## config.mk

```make
export PLATFORM = sky130hd
export DESIGN_NAME = umfi_top
export DESIGN_NICKNAME = d
export VERILOG_FILES = /design/src/include/umfi_pkg.sv /design/src/hdl/umfi_sync.sv /design/src/hdl/umfi_top.sv
export VERILOG_INCLUDE_DIRS = /design/src /design/src/include
export SDC_FILE = /design/constraint.sdc
export NUM_CORES = 1
export LEC_CHECK = 0
export ABC_AREA = 1
export ABC_CLOCK_PERIOD_IN_PS = 1500
export BUFFER_PORTS_ARGS = -buffer_cell sky130_fd_sc_hd__buf_2
export CORE_MARGIN = 10
export CORE_UTILIZATION = 45
export CTS_BUF_LIST = sky130_fd_sc_hd__clkbuf_8
export DETAILED_ROUTE_END_ITERATION = 12
export GPL_TIMING_DRIVEN = 0
export PLACE_DENSITY_LB_ADDON = 0.15
export REMOVE_ABC_BUFFERS = 1
export SYNTH_ARGS = -nofsm -noshare
export SYNTH_HDL_FRONTEND = slang
export SYNTH_HIERARCHICAL = 1
export SYNTH_SLANG_ARGS = --single-unit
```

## constraint.sdc

```tcl
create_clock -name REF_CLK -period 1.5 [get_ports REF_CLK]
set_input_delay 0.3 -clock REF_CLK [delete_from_list [all_inputs] [get_ports REF_CLK]]
set_output_delay 0.3 -clock REF_CLK [all_outputs]
set_load 0.1 [all_outputs]
```

## src/include/umfi_defines.svh

```systemverilog
// offsets, field positions and reset values of the uart modem, fifo and interrupt block
`ifndef UMFI_DEFINES_SVH
`define UMFI_DEFINES_SVH

// ------------------------------------------------------------
// register indices, byte address is four times the index
// ------------------------------------------------------------
`define UMFI_IDX_DATA   3'h0
`define UMFI_IDX_IEN    3'h1
`define UMFI_IDX_IDFC   3'h2
`define UMFI_IDX_LCTL   3'h3
`define UMFI_IDX_MCTL   3'h4
`define UMFI_IDX_LSTAT  3'h5
`define UMFI_IDX_MSTAT  3'h6
`define UMFI_IDX_SCR    3'h7

// ------------------------------------------------------------
// field positions
// ------------------------------------------------------------
`define UMFI_MC_DTR     0
`define UMFI_MC_RTS     1
`define UMFI_MC_RI      2
`define UMFI_MC_IRQEN   3
`define UMFI_MC_LOOP    4
`define UMFI_FC_EN      0
`define UMFI_FC_RXRST   1
`define UMFI_FC_TXRST   2
`define UMFI_FC_DMA     3
`define UMFI_FC_TRIG    7:6

// ------------------------------------------------------------
// reset values, thresholds and interrupt codes
// ------------------------------------------------------------
`define UMFI_MC_RST     5'h00
`define UMFI_IE_RST     4'h0
`define UMFI_TRIG_0     5'h01
`define UMFI_TRIG_1     5'h04
`define UMFI_TRIG_2     5'h08
`define UMFI_TRIG_3     5'h0e
`define UMFI_TO_CHARS   3'h4
`define UMFI_ID_NONE    4'h1
`define UMFI_ID_LINE    4'h6
`define UMFI_ID_RXDATA  4'h4
`define UMFI_ID_TMO     4'hc
`define UMFI_ID_TXE     4'h2
`define UMFI_ID_MODEM   4'h0

`endif

```

## src/include/umfi_pkg.sv

```systemverilog
// types shared by the uart modem, fifo and interrupt block
package umfi_pkg;

  // ------------------------------------------------------------
  // bus phase and block state
  // ------------------------------------------------------------
  typedef enum logic [0:0] {
    APB_WAIT,
    APB_DONE
  } umfi_apb_e;

  typedef struct packed {
    umfi_apb_e   ph;
    logic [31:0] prdata;
    logic        pslverr;
    logic [4:0]  mctl;
    logic [3:0]  ien;
    logic        fifo_en;
    logic        dma;
    logic [1:0]  trig;
    logic        armed;
    logic [3:0]  mprev;
    logic [3:0]  mflag;
    logic [3:0]  lerr;
    logic        txe;
    logic [2:0]  to_cnt;
    logic        rx_rst;
    logic        tx_rst;
    logic        rd_rx;
    logic        wr_tx;
    logic [7:0]  tx_data;
    logic        serial_out;
    logic        rx_ser;
    logic        rts_b;
    logic        dtr_b;
    logic        irq;
  } umfi_state_s;

endpackage : umfi_pkg

```

## src/hdl/umfi_sync.sv

```systemverilog
// two-stage synchroniser for pin inputs
`timescale 1ns/1ps

module umfi_sync #(
  parameter int W = 1
) (
  input  wire logic         clk,
  input  wire logic         rst_b,
  input  wire logic [W-1:0] d,
  output logic      [W-1:0] q
);

  typedef struct packed {
    logic [W-1:0] s1;
    logic [W-1:0] s2;
  } umfi_sync_s;

  umfi_sync_s st;
  umfi_sync_s next_st;

  // ------------------------------------------------------------
  // stages; the first one is read by the second alone
  // ------------------------------------------------------------
  always_comb begin
    next_st.s1 = d;
    next_st.s2 = st.s1;
  end

  // idle pins are high, so reset to ones avoids a false edge
  always_ff @(posedge clk) begin
    if (!rst_b) begin
      st <= '1;
    end else begin
      st <= next_st;
    end
  end

  assign q = st.s2;

endmodule : umfi_sync

```

## src/hdl/umfi_top.sv

```systemverilog
// uart modem handshake, loopback, fifo control and interrupt identification with apb registers
//
// The register offsets and register access over APB are this design's own decisions.
`timescale 1ns/1ps
`include "umfi_defines.svh"

module umfi_top #(
  parameter int ADDR_W = 12,
  parameter int LVL_W  = 5
) (
  input  wire logic              REF_CLK,
  input  wire logic              RST_B,
  // apb slave
  input  wire logic              PSEL,
  input  wire logic              PENABLE,
  input  wire logic              PWRITE,
  input  wire logic [ADDR_W-1:0] PADDR,
  input  wire logic [31:0]       PWDATA,
  output logic      [31:0]       PRDATA,
  output logic                   PREADY,
  output logic                   PSLVERR,
  // receive side of the uart
  input  wire logic [7:0]        RX_DATA,
  input  wire logic              RX_READY,
  input  wire logic [LVL_W-1:0]  RX_LEVEL,
  input  wire logic              RX_PUSH,
  input  wire logic              CHAR_TICK,
  input  wire logic              ERR_OVERRUN,
  input  wire logic              ERR_PARITY,
  input  wire logic              ERR_FRAMING,
  input  wire logic              ERR_SILENT,
  output logic                   RX_READ,
  output logic                   RX_FIFO_CLR,
  output logic                   RX_SERIAL,
  // transmit side of the uart
  input  wire logic              TX_EMPTY_SET,
  input  wire logic              TX_BUF_EMPTY,
  input  wire logic              TX_SHIFT_EMPTY,
  input  wire logic              TX_SERIAL,
  output logic                   TX_WRITE,
  output logic      [7:0]        TX_DATA,
  output logic                   TX_FIFO_CLR,
  output logic                   FIFO_MODE,
  output logic                   DMA_MODE,
  // pins
  input  wire logic              SERIAL_IN,
  input  wire logic              CTS_B,
  input  wire logic              DSR_B,
  input  wire logic              RI_B,
  input  wire logic              DCD_B,
  output logic                   SERIAL_OUT,
  output logic                   RTS_B,
  output logic                   DTR_B,
  output logic                   IRQ
);
  import umfi_pkg::*;

  umfi_state_s st;
  umfi_state_s next_st;

  // ------------------------------------------------------------
  // helpers
  // ------------------------------------------------------------
  // receive threshold in bytes for a trigger selection
  function automatic logic [LVL_W-1:0] trig_bytes(input logic [1:0] sel);
    logic [4:0] b;
    b = `UMFI_TRIG_0;
    case (sel)
      2'h1: b = `UMFI_TRIG_1;
      2'h2: b = `UMFI_TRIG_2;
      2'h3: b = `UMFI_TRIG_3;
      default: b = `UMFI_TRIG_0;
    endcase
    return LVL_W'(b);
  endfunction : trig_bytes

  // ------------------------------------------------------------
  // pin synchronisers
  // ------------------------------------------------------------
  logic [4:0] pin_q;

  umfi_sync #(
    .W (5)
  ) u_sync (
    .clk   (REF_CLK),
    .rst_b (RST_B),
    .d     ({SERIAL_IN, DCD_B, RI_B, DSR_B, CTS_B}),
    .q     (pin_q)
  );

  // ------------------------------------------------------------
  // modem inputs, order {dcd, ri, dsr, cts}, active high
  // ------------------------------------------------------------
  logic       loop;
  logic [3:0] modem_in;
  logic [3:0] mset;

  assign loop = st.mctl[`UMFI_MC_LOOP];
  // loopback routes control bits in place of the cut pins
  assign modem_in = loop ? {st.mctl[`UMFI_MC_IRQEN], st.mctl[`UMFI_MC_RI],
                            st.mctl[`UMFI_MC_DTR], st.mctl[`UMFI_MC_RTS]}
                         : ~pin_q[3:0];
  // toggles for dcd, dsr, cts; trailing edge for ri
  assign mset = st.armed ? {modem_in[3] ^ st.mprev[3],
                            st.mprev[2] & ~modem_in[2],
                            modem_in[1:0] ^ st.mprev[1:0]}
                         : 4'h0;

  // ------------------------------------------------------------
  // bus decode
  // ------------------------------------------------------------
  logic [2:0] idx;
  logic       mapped;
  logic       acc;
  logic       done;
  logic       rd;
  logic       wr;

  assign idx = PADDR[4:2];
  // line control and scratch live elsewhere, so they answer with an error
  always_comb begin
    if (PADDR[ADDR_W-1:5] != '0 || PADDR[1:0] != 2'h0) begin
      mapped = 1'b0;
    end else if (idx == `UMFI_IDX_LCTL || idx == `UMFI_IDX_SCR) begin
      mapped = 1'b0;
    end else begin
      mapped = 1'b1;
    end
  end

  assign acc  = PSEL & PENABLE & (st.ph == APB_WAIT);
  assign done = PSEL & PENABLE & (st.ph == APB_DONE);
  // read side effects act as the data is captured so no event slips between
  assign rd   = acc & ~PWRITE & mapped;
  assign wr   = done & PWRITE & mapped;

  // ------------------------------------------------------------
  // interrupt sources and identification
  // ------------------------------------------------------------
  logic       p_line;
  logic       p_rxd;
  logic       p_tmo;
  logic       p_txe;
  logic       p_mod;
  logic [3:0] id;

  assign p_line = st.ien[2] & (|st.lerr);
  assign p_rxd  = st.ien[0] & (st.fifo_en ? (RX_LEVEL >= trig_bytes(st.trig))
                                          : RX_READY);
  assign p_tmo  = st.ien[0] & st.fifo_en & (st.to_cnt == `UMFI_TO_CHARS);
  assign p_txe  = st.ien[1] & st.txe;
  assign p_mod  = st.ien[3] & (|st.mflag);

  // only the highest pending source is reported
  always_comb begin
    if (p_line) begin
      id = `UMFI_ID_LINE;
    end else if (p_rxd) begin
      id = `UMFI_ID_RXDATA;
    end else if (p_tmo) begin
      id = `UMFI_ID_TMO;
    end else if (p_txe) begin
      id = `UMFI_ID_TXE;
    end else if (p_mod) begin
      id = `UMFI_ID_MODEM;
    end else begin
      id = `UMFI_ID_NONE;
    end
  end

  // ------------------------------------------------------------
  // next state
  // ------------------------------------------------------------
  always_comb begin
    logic [7:0] rdat;
    logic       fc_chg;
    rdat    = 8'h00;
    fc_chg  = 1'b0;
    next_st = st;

    // read data mux; reserved bits stay zero
    if (idx == `UMFI_IDX_DATA) begin
      rdat = RX_DATA;
    end else if (idx == `UMFI_IDX_IEN) begin
      rdat = {4'h0, st.ien};
    end else if (idx == `UMFI_IDX_IDFC) begin
      rdat = {{2{st.fifo_en}}, 2'h0, id};
    end else if (idx == `UMFI_IDX_MCTL) begin
      rdat = {3'h0, st.mctl};
    end else if (idx == `UMFI_IDX_LSTAT) begin
      rdat = {1'b0, TX_SHIFT_EMPTY, TX_BUF_EMPTY, st.lerr, RX_READY};
    end else if (idx == `UMFI_IDX_MSTAT) begin
      rdat = {modem_in, st.mflag};
    end else begin
      rdat = 8'h00;
    end

    // one wait state: capture in the first access cycle, complete next
    if (acc) begin
      next_st.ph      = APB_DONE;
      next_st.prdata  = {24'h0, PWRITE ? 8'h00 : rdat};
      next_st.pslverr = ~mapped;
    end else begin
      next_st.ph      = APB_WAIT;
      next_st.prdata  = 32'h0;
      next_st.pslverr = 1'b0;
    end

    // one-cycle strobes default low
    next_st.rx_rst = 1'b0;
    next_st.tx_rst = 1'b0;
    next_st.rd_rx  = rd & (idx == `UMFI_IDX_DATA);
    next_st.wr_tx  = wr & (idx == `UMFI_IDX_DATA);

    // register writes
    if (wr && idx == `UMFI_IDX_DATA) begin
      next_st.tx_data = PWDATA[7:0];
    end
    if (wr && idx == `UMFI_IDX_IEN) begin
      next_st.ien = PWDATA[3:0];
    end
    if (wr && idx == `UMFI_IDX_MCTL) begin
      next_st.mctl = PWDATA[4:0];
    end
    if (wr && idx == `UMFI_IDX_IDFC) begin
      // toggling fifo mode flushes both fifos
      fc_chg          = PWDATA[`UMFI_FC_EN] ^ st.fifo_en;
      next_st.fifo_en = PWDATA[`UMFI_FC_EN];
      next_st.dma     = PWDATA[`UMFI_FC_DMA] & PWDATA[`UMFI_FC_EN];
      next_st.rx_rst  = PWDATA[`UMFI_FC_RXRST] | fc_chg;
      next_st.tx_rst  = PWDATA[`UMFI_FC_TXRST] | fc_chg;
      // threshold only taken together with fifo enable
      if (PWDATA[`UMFI_FC_EN]) begin
        next_st.trig = PWDATA[`UMFI_FC_TRIG];
      end
    end

    // modem change flags; a new change beats the read that clears
    next_st.armed = 1'b1;
    next_st.mprev = modem_in;
    next_st.mflag = ((rd && idx == `UMFI_IDX_MSTAT) ? 4'h0 : st.mflag) | mset;

    // line error flags, cleared by a line status read, set wins
    next_st.lerr = ((rd && idx == `UMFI_IDX_LSTAT) ? 4'h0 : st.lerr) |
                   {ERR_SILENT, ERR_FRAMING, ERR_PARITY, ERR_OVERRUN};

    // transmit empty flag
    if (TX_EMPTY_SET) begin
      next_st.txe = 1'b1;
    end else if (wr && idx == `UMFI_IDX_DATA) begin
      next_st.txe = 1'b0;
    end else if (rd && idx == `UMFI_IDX_IDFC && id == `UMFI_ID_TXE) begin
      next_st.txe = 1'b0;
    end

    // receive timeout: count character times with no fifo access
    if (!st.fifo_en || RX_LEVEL == '0 || RX_PUSH || st.rx_rst ||
        (rd && idx == `UMFI_IDX_DATA)) begin
      next_st.to_cnt = 3'h0;
    end else if (CHAR_TICK && st.to_cnt != `UMFI_TO_CHARS) begin
      next_st.to_cnt = st.to_cnt + 3'h1;
    end

    // serial path and modem outputs
    next_st.serial_out   = loop ? 1'b1 : TX_SERIAL;
    next_st.rx_ser = loop ? TX_SERIAL : pin_q[4];
    next_st.rts_b  = loop ? 1'b1 : ~st.mctl[`UMFI_MC_RTS];
    next_st.dtr_b  = loop ? 1'b1 : ~st.mctl[`UMFI_MC_DTR];

    // interrupt output
    next_st.irq = st.mctl[`UMFI_MC_IRQEN] & (id != `UMFI_ID_NONE);
  end

  // ------------------------------------------------------------
  // state register
  // ------------------------------------------------------------
  // modem pins idle inactive high, serial lines idle at mark
  always_ff @(posedge REF_CLK) begin
    if (!RST_B) begin
      st        <= '0;
      st.ph     <= APB_WAIT;
      st.mctl   <= `UMFI_MC_RST;
      st.ien    <= `UMFI_IE_RST;
      st.serial_out   <= 1'b1;
      st.rx_ser <= 1'b1;
      st.rts_b  <= 1'b1;
      st.dtr_b  <= 1'b1;
    end else begin
      st <= next_st;
    end
  end

  // ------------------------------------------------------------
  // outputs, all straight from state
  // ------------------------------------------------------------
  assign PRDATA      = st.prdata;
  assign PREADY      = (st.ph == APB_DONE);
  assign PSLVERR     = st.pslverr;
  assign RX_READ     = st.rd_rx;
  assign RX_FIFO_CLR = st.rx_rst;
  assign RX_SERIAL   = st.rx_ser;
  assign TX_WRITE    = st.wr_tx;
  assign TX_DATA     = st.tx_data;
  assign TX_FIFO_CLR = st.tx_rst;
  assign FIFO_MODE   = st.fifo_en;
  assign DMA_MODE    = st.dma;
  assign SERIAL_OUT  = st.serial_out;
  assign RTS_B       = st.rts_b;
  assign DTR_B       = st.dtr_b;
  assign IRQ         = st.irq;

endmodule : umfi_top

```

==> results of run 1 <==
## cell families after synthesis
group,Yosys count
compound gates,78
xor+xnor,2
fa+ha+maj,6
buf+inv,114
flops,67
other cells,1
simple gates,150
## worst max path at each step
stage                     cells after the start  slack (ns)         to
final                                        10       -0.08        IRQ
after global routing                         13       -0.17  PRDATA[1]
after CTS                                    10       -0.09        IRQ
after detailed placement                      7       -0.81  PRDATA[3]
after global placement                        7       -0.82  PRDATA[3]
after floorplan                               7       -0.59     st[20]
## power breakdown
part           internal, µW  switching [µW]  total [µW]
clock                   999             723        1720
sequential             1810            14.7        1830
combinational           115             467         583
total                  2930            1200        4130
## timing repair
action / in CTS / in global routing
endpoints found under the setup margin: 18 / 21
cloned: 1 / 0
pin swaps: 3 / 2
setup buffers: 1 / 0
hold buffers: 0 / 0
resized for setup: 17 / 8
## state kept, by name, indices dropped and copies added (netlist names), 5 cells and up
signal and flops:
PRDATA 8, u_sync/q 5, u_sync/next_st 5, st 27, TX_DATA 8
## cells in the final DEF, fill, tap and decap left out, types with 3 or more instances in the layout
cell and count:
nand3_1 14, conb_1 24, o21ai_0 12, nand3_2 5
nor3_2 3, ha_1 4, inv_2 5, clkbuf_8 10
dfxtp_1 63, dfxtp_2 4, nand4_1 5, inv_1 59
nor2_2 4, o21ai_1 13, nor2_4 3, a21oi_1 36
nor2_1 35, nor3_1 3, o22ai_1 5, inv_6 3
nand2_1 67, buf_2 80
## critical path: cells and delay by family, from the launching register on
kind	cells	cell delay, ns
AOI/OAI and AO/OA	2	0.36
adders and majority gates	1	0.24
buffers and inverters	2	0.12
DFF	1	0.33
and+or+nand+nor	5	0.42
## metrics by stage
stage	total power [µW]	TNS (ns)	cells
2_1_floorplan	2300	-16.16	393
3_3_place_gp	2430	-11.40	571
3_5_place_dp	2430	-11.26	571
4_1_cts	4180	-0.188	589
5_1_grt	4310	-1.47	589
6_report	4130	-0.156	589
## cell type report
| class | count | area, µm² |
|---|---|---|
| Timing Repair inverter | 1 | 5.00 |
| Multi-Input combinational cell | 260 | 1400 |
| Tap cell | 96 | 120 |
| Clock inverter | 6 | 93.8 |
| Fill cell | 694 | 3050 |
| Clock buffer | 10 | 138 |
| Inverter | 66 | 251 |
| Timing Repair Buffer | 83 | 427 |
| Sequential cell | 67 | 1350 |
## layer usage
layer | up-vias | track usage, % | part of all wire (%)
met2 | 98 | 21.4 | 43
met1 | 1172 | 18.1 | 49
li1 | 1413 | - | -
met5 | - | 0 | 0
met3 | 2 | 6.57 | 7.5
met4 | 0 | 3.58 | 0.47
==> reports/qor.txt, run 1 <==
Final ANT Viol Nets: 0
hpwl dp: 6.02 mm
# IOs: 131
share of layout cells above drive strength 1: 28.2%
max-slew violation count: 0
Synth Flop Type: dfxtp_1
failing checks: negative setup slack
WHS Endpoint: u_sync/next_st[0]
worst-case reg-to-reg path depth: 10
main combinational cell family by area after synthesis: simple AND/OR/NAND/NOR gates
post-layout min period: 1.58 ns
WHS Path Cells: 3
Routability Congestion: 0.867
Ys Warns: 6
outcome: finished, violations left
DR WL/cell: 13.2 µm
vias in the first global route: 2611
die area: 10800 µm²
largest net degree at the start of global routing: 35
max incr delay on CP: 0.33 ns
Worst-path clk slew: 0.08 ns
synthesized area: 3180 µm²
worst-path fanout max: 3
Worst Setup End Kind: flip-flop
Leak Pwr: 0.00180 µW
Power Density: 1090 nW/µm²
row cnt: 30
reg2reg start: st[34]
area grow syn2layout: 19.1%
HP Start: CTS_B
Async S/R FF share, synth: 0%
syn_area_per_cell: 7.60 µm²
vias per cell: 4.56
Slew headroom: 48.9%
DP Area: 3440 µm²
Crit Path Category: reg -> reg
post-layout util: 55.4%
Tightest Hold Check Type: in -> reg
Final Setup Violations: 4
Netlist cell types: 41
Compound-Gate Fraction of Synth Area: 13.4%
EDFF count, synth: 0
VDD IR max: 0.699 mV
CP Cell Sequence: nor2_2 > ha_1 > inv_1 > nand2_1 > nand3_1 > nand3_2 > a21oi_2 > nand2_2 > o211ai_1 > inv_1
worst-skew pair later-pin latency: 0.34 ns
Die Height: 104 µm
pre-CTS setup slack: -0.806 ns
initial antenna violation count: 0
initial core utilization: 46.5%
DR iter-0 viols: 104
Setup crit start: st[34]
Slew @ Worst Pin: 0.763 ns
CTS tree: done
WL final: 7.80 mm
First-pass DRT Iterations: 4
fin crit share: 105%
clock skew: 0.00751 ns
Max clock buf depth: 2
Final Hold Fails: 0
synth cell count leaders: 68 x nand2_1, 67 x dfxtp_1, 61 x inv_1, 40 x buf_4
Clock Sinks: 67
core region area: 6830 µm²
root buffer cell: clkbuf_8
synth top area cells: dfxtp_1 42%, buf_4 9.5%, nand2_1 8.0%
grt ovf: 0
WP data arrival: 1.81 ns
post-synth top area cell: dfxtp_1
number of remaining DRC errors: 0
first-pass GRT wire length: 12.7 mm
final net count: 572
post-synthesis adder-cell area fraction: 2.36%
crit path launch type: flip-flop
slowest CP cell: dfxtp_2
mux cell area share after synthesis: 0%
htree depth: 3
FMAX: 633 MHz
worst hold slack: 0.124 ns
CP required: 1.73 ns
RSZ-0062 raised after global routing: yes
antenna cells: 0
All-Layer GR Usage: 14.3%
Worst R2R End: IRQ
port bufs: 82
Design Area, Final: 3780 µm²
Seq/Total Area, Yosys: 42.2%
r2r setup slk: -0.08 ns
max_cap viols: 0
Worst Setup Slack, final: -0.0787 ns
Synth Area in XOR/XNOR: 0.551%
Synth Instances: 418
area share of the largest cell type after synthesis: 42.2%
via total after detailed routing: 2685
DIE WIDTH: 104 µm
CTS buffer count: 9
FF+latch count, synth: 67
CP most frequent cell: inv_1
Post-Synth Simple-Gate Area: 22.5%
count leader, synth: nand2_1
Note: power is estimated with default switching activity, not from simulation.
==> run 2, diff against run 1 <==
--- a/config.mk
+++ b/config.mk
@@ -15,7 +15,6 @@
 export DETAILED_ROUTE_END_ITERATION = 12
 export GPL_TIMING_DRIVEN = 0
 export PLACE_DENSITY_LB_ADDON = 0.15
-export REMOVE_ABC_BUFFERS = 1
 export SYNTH_ARGS = -nofsm -noshare
 export SYNTH_HDL_FRONTEND = slang
 export SYNTH_HIERARCHICAL = 1
==> run 2 against run 1 <==
The flow still finishes with violations (negative setup slack). Hold slack got worse by 0.0095 ns. Sequential power barely moved. Global-route usage rose by 1.2 points. Critical path depth did not move. Critical endpoint unchanged. Highest routed layer unchanged.
==> reports/qor.txt, run 2 (same netlist as run 1, synthesis figures left out) <==
Final ANT Viol Nets: 0 (unchanged)
First-pass DRT Iterations: 4 (unchanged)
area grow syn2layout: 29.7% (was 19.1%)
# IOs: 131 (unchanged)
post-layout min period: 1.52 ns (was 1.58 ns)
initial core utilization: 46.5% (unchanged)
initial antenna violation count: 0 (unchanged)
row cnt: 30 (unchanged)
Worst-path clk slew: 0.08 ns (about the same)
Final Hold Fails: 0 (unchanged)
die area: 10800 µm² (unchanged)
htree depth: 3 (unchanged)
Leak Pwr: 0.00204 µW (was 0.00180 µW)
Post-CTS Setup Bufs: 0 (was 1)
CTS tree: done (unchanged)
HP Start: CTS_B (unchanged)
Routability Congestion: 0.877 (was 0.867)
hpwl dp: 6.55 mm (was 6.02 mm)
Design Area, Final: 4120 µm² (was 3780 µm²)
antenna cells: 0 (unchanged)
Clock Sinks: 67 (unchanged)
worst-path fanout max: 3 (unchanged)
DR iter-0 viols: 141 (was 104)
first-pass GRT wire length: 13.8 mm (was 12.7 mm)
vias per cell: 4.48 (was 4.56)
max incr delay on CP: 0.33 ns (about the same)
Max clock buf depth: 2 (unchanged)
Final Setup Violations: 2 (was 4)
Largest Register: st (unchanged)
slowest CP cell: dfxtp_2 (unchanged)
share of layout cells above drive strength 1: 34.7% (was 28.2%)
fin crit share: 101% (was 105%)
max FFs per register: 27 (unchanged)
FMAX: 658 MHz (was 633 MHz)
CTS buffer count: 9 (unchanged)
DIE WIDTH: 104 µm (unchanged)
WP data arrival: 1.77 ns (was 1.81 ns)
Tightest Hold Check Type: in -> reg (unchanged)
Slew @ Worst Pin: 0.554 ns (was 0.763 ns)
via total after detailed routing: 2843 (was 2685)
Power Density: 961 nW/µm² (was 1090 nW/µm²)
CP Cell Sequence: nor2_2 > ha_1 > inv_1 > nand2_1 > nand3_2 > nand3_2 > a21oi_2 > nand2_1 > o211ai_1 > inv_1 (was nor2_2 > ha_1 > inv_1 > nand2_1 > nand3_1 > nand3_2 > a21oi_2 > nand2_2 > o211ai_1 > inv_1)
worst-skew pair later-pin latency: 0.35 ns (was 0.34 ns)
final net count: 618 (was 572)
number of remaining DRC errors: 0 (unchanged)
clock skew: 0.00847 ns (was 0.00751 ns)
core region area: 6830 µm² (unchanged)
Die Height: 104 µm (unchanged)
CP required: 1.75 ns (was 1.73 ns)
post-layout util: 60.3% (was 55.4%)
RSZ-0062 raised after global routing: yes (unchanged)
vias in the first global route: 2915 (was 2611)
DP Area: 3800 µm² (was 3440 µm²)
Fin Setup TNS: -0.0245 ns (was -0.156 ns)
outcome: finished, violations left (unchanged)
pre-CTS setup slack: -0.233 ns (was -0.806 ns)
root buffer cell: clkbuf_8 (unchanged)
All-Layer GR Usage: 15.6% (was 14.3%)
Worst Setup Slack, final: -0.0194 ns (was -0.0787 ns)
max-slew violation count: 0 (unchanged)
max_cap viols: 0 (unchanged)
failing checks: negative setup slack (unchanged)
Crit Path Category: reg -> reg (unchanged)
most frequent cells in the layout: 70 x buf_2, 65 x nand2_1, 63 x dfxtp_1 (was 80 x buf_2, 67 x nand2_1, 63 x dfxtp_1)
port bufs: 82 (unchanged)
VDD IR max: 0.538 mV (was 0.699 mV)
WL final: 8.30 mm (was 7.80 mm)
reg2reg start: st[34] (unchanged)
crit path launch type: flip-flop (unchanged)
DR WL/cell: 13.1 µm (was 13.2 µm)
grt ovf: 0 (unchanged)
Worst Setup End Kind: flip-flop (unchanged)
CP Buf/Inv Count: 2 (unchanged)
Setup crit start: st[34] (unchanged)
cell family contributing the most delay on the critical path: simple AND/OR/NAND/NOR gates (unchanged)
fill count: 653 (was 694)
Slew headroom: 63.1% (was 48.9%)
most common cell after layout, fill and taps aside: buf_2 (unchanged)
largest net degree at the start of global routing: 13 (was 35)
-- run 2: cell type report --
class	instances	area, µm²	area share, %
multi-input combinational	260	1410	34.3
sequential	67	1350	32.8
timing repair buffer	82	448	10.9
buffer	48	349	8.47
inverter	66	248	6.01
clock buffer	9	124	3.01
tap	96	120	2.91
clock inverter	7	67.6	1.64
-- run 2: metal layers --
layer / part of all wire [%] / routed length, µm / track usage [%]
met5: 0 / 0 / 0
met3: 7.1 / 592 / 5.76
met1: 46 / 3790 / 18.2
met2: 46 / 3780 / 24.9
met4: 1.7 / 137 / 6.86
-- run 2: worst register-to-register path, cell delays in order, from the launching register on --
cell	delay, ns
dfxtp_2	0.33
nor2_2	0.10
ha_1	0.22
inv_1	0.05
nand2_1	0.05
nand3_2	0.07
nand3_2	0.09
a21oi_2	0.16
nand2_1	0.09
o211ai_1	0.20
inv_1	0.05
-- run 2: timing repair --
| item | 4_1_cts | 5_1_grt |
|---|---|---|
| pin swaps | 4 | 6 |
| hold buffers | 0 | 0 |
| setup endpoints to repair | 17 | 17 |
| resized for setup | 19 | 22 |
-- run 2: final timing paths --
check / to / depth (start not counted) / slack, ns
max: IRQ / 10 / -0.02
min: u_sync/next_st[0] / 3 / 0.11
max reg2reg: IRQ / 10 / -0.02
min reg2reg: u_sync/q[2] / 2 / 0.40
-- run 2: through the flow --
stage	hold slack (ns)	instances	total power [µW]
floorplan	0.328	441	2360
global placement	0.385	619	2490
detailed placement	0.387	619	2490
CTS	0.0974	635	3980
global route	0.116	635	4120
finish	0.115	635	3960
-- run 2: report_power, final --
| group | internal [µW] | leakage, µW | switching, µW |
|---|---|---|---|
| logic | 165 | 0.00139 | 479 |
| registers | 1810 | 0.000548 | 15.6 |
| clock network | 761 | 0.0000993 | 728 |
==> run 3, diff against run 2 <==
--- a/config.mk
+++ b/config.mk
@@ -15,6 +15,7 @@
 export DETAILED_ROUTE_END_ITERATION = 12
 export GPL_TIMING_DRIVEN = 0
 export PLACE_DENSITY_LB_ADDON = 0.15
+export SETUP_SLACK_MARGIN = 0.02
 export SYNTH_ARGS = -nofsm -noshare
 export SYNTH_HDL_FRONTEND = slang
 export SYNTH_HIERARCHICAL = 1
==> run 3 against run 2 <==
The run still ends with negative setup slack left. First-iteration DRC count is 38% lower. Via count increased by 0.77%. Combinational power about the same. Routed wire length barely moved. Worst setup slack lost 0.072 ns. Largest power group unchanged.
==> reports/qor.txt, run 3 (same netlist as run 1, synthesis figures left out) <==
most frequent cells in the layout: 68 x buf_2, 64 x nand2_1, 63 x dfxtp_1 (was 70 x buf_2, 65 x nand2_1, 63 x dfxtp_1)
WL final: 8.31 mm (was 8.30 mm)
Fin Setup TNS: -0.227 ns (was -0.0245 ns)
fill count: 648 (was 653)
Final ANT Viol Nets: 0 (unchanged)
FMAX: 629 MHz (was 658 MHz)
Worst Setup Slack, final: -0.0909 ns (was -0.0194 ns)
WP data arrival: 1.83 ns (was 1.77 ns)
outcome: finished, violations left (unchanged)
Leak Pwr: 0.00205 µW (was 0.00204 µW)
Worst-path clk slew: 0.08 ns (about the same)
Slew headroom: 62.1% (was 63.1%)
via total after detailed routing: 2865 (was 2843)
worst-path fanout max: 3 (unchanged)
max-slew violation count: 0 (unchanged)
CTS buffer count: 9 (unchanged)
initial antenna violation count: 0 (unchanged)
antenna cells: 0 (unchanged)
Clock Sinks: 67 (unchanged)
max FFs per register: 27 (unchanged)
Setup crit start: st[35] (was st[34])
worst-skew pair later-pin latency: 0.35 ns (about the same)
Max clock buf depth: 2 (unchanged)
largest net degree at the start of global routing: 13 (unchanged)
port bufs: 82 (unchanged)
htree depth: 3 (unchanged)
share of layout cells above drive strength 1: 35.6% (was 34.7%)
core region area: 6830 µm² (unchanged)
Slew @ Worst Pin: 0.569 ns (was 0.554 ns)
# IOs: 131 (unchanged)
CP required: 1.74 ns (was 1.75 ns)
Worst Setup EP: IRQ (unchanged)
Worst R2R End: IRQ (unchanged)
die area: 10800 µm² (unchanged)
Final Hold Fails: 0 (unchanged)
worst-case reg-to-reg path depth: 10 (unchanged)
hpwl dp: 6.51 mm (was 6.55 mm)
crit path launch type: flip-flop (unchanged)
r2r setup slk: -0.09 ns (was -0.02 ns)
first-pass GRT wire length: 13.6 mm (was 13.8 mm)
CTS tree: done (unchanged)
vias in the first global route: 2899 (was 2915)
fin crit share: 106% (was 101%)
reg2reg start: st[35] (was st[34])
Crit Path Category: reg -> reg (unchanged)
final net count: 619 (was 618)
RSZ-0062 raised after global routing: yes (unchanged)
Tightest Hold Check Type: in -> reg (unchanged)
Largest Register: st (unchanged)
worst hold slack: 0.114 ns (was 0.115 ns)
Final Setup Violations: 4 (was 2)
First-pass DRT Iterations: 4 (unchanged)
post-layout min period: 1.59 ns (was 1.52 ns)
vias per cell: 4.50 (was 4.48)
grt ovf: 0 (unchanged)
initial core utilization: 46.5% (unchanged)
number of remaining DRC errors: 0 (unchanged)
DR iter-0 viols: 87 (was 141)
clock skew: 0.0104 ns (was 0.00847 ns)
Die Height: 104 µm (unchanged)
DIE WIDTH: 104 µm (unchanged)
DR WL/cell: 13.1 µm (about the same)
VDD IR max: 0.615 mV (was 0.538 mV)
WHS Path Cells: 3 (unchanged)
Power Density: 980 nW/µm² (was 961 nW/µm²)
post-layout util: 61.4% (was 60.3%)
All-Layer GR Usage: 15.2% (was 15.6%)
max_cap viols: 0 (unchanged)
Routability Congestion: 0.877 (about the same)
root buffer cell: clkbuf_8 (unchanged)
area grow syn2layout: 32.0% (was 29.7%)
row cnt: 30 (unchanged)
failing checks: negative setup slack (unchanged)
most common cell after layout, fill and taps aside: buf_2 (unchanged)
Worst Setup End Kind: flip-flop (unchanged)
-- run 3: cell count changes in the layout (fill, tap and decap cells not counted), moves of 2 or more --
| cell | delta |
|---|---|
| a21oi_1 | -3 |
| a21oi_2 | +3 |
| buf_2 | -2 |
| buf_4 | +2 |
| inv_1 | +2 |
| inv_2 | -2 |
-- run 3: how the worst min path moves through the flow --
| stage | start | end | slack [ns] |
|---|---|---|---|
| finish | RI_B | u_sync/next_st[2] | 0.11 |
| global route | CTS_B | u_sync/next_st[0] | 0.12 |
| CTS | RI_B | u_sync/next_st[2] | 0.11 |
| detailed placement | u_sync/next_st[1] | u_sync/q[1] | 0.39 |
| global placement | u_sync/next_st[4] | u_sync/q[4] | 0.38 |
| floorplan | RST_B | st[33] | 0.33 |
-- run 3: routing by layer --
layer	vias up	track usage [%]	wire [µm]
met5	-	0	0
li1	1513	-	-
met1	1243	18.3	3770
met4	0	7.85	184
met2	94	24.1	3870
met3	15	4.28	479
-- run 3: cell type report --
type	instances	area, µm²	area share [%]
buffer	48	349	8.32
clock buffer	9	124	2.95
clock inverter	7	92.6	2.21
inverter	66	248	5.91
multi-input combinational	260	1450	34.5
sequential	67	1350	32.2
tap	96	120	2.86
timing repair buffer	83	460	11.0
-- run 3: through the flow --
stage	cells	instance area (µm²)	power, µW	worst slack [ns]
after floorplan	441	3280	2360	0.0324
after CTS	635	4090	4120	-0.0765
after detailed placement	619	3810	2490	-0.227
after global routing	636	4190	4270	-0.192
final	636	4190	4110	-0.0909
after global placement	619	3810	2490	-0.198
-- run 3: report_power, final --
part | leakage, µW | switching [µW] | internal (µW)
Combinational | 0.00139 | 481 | 166
Clock | 0.000113 | 705 | 932
Sequential | 0.000548 | 16.8 | 1810
-- run 3: critical path, cell delays in order (launching register included) --
cell and delay, ns:
dfxtp_2 0.35, inv_2 0.05, ha_4 0.24, nand2_1 0.06
inv_1 0.04, nor2_2 0.12, nand3_4 0.10, a21oi_2 0.18
nand2_2 0.08, o211ai_1 0.21, inv_1 0.06
-- run 3: what timing repair did --
item                       in CTS  in global routing
resized for setup              19                 30
setup endpoints to repair      18                 22
hold buffers                    0                  0
buffers inserted                0                  1
pin swaps                       4                  9
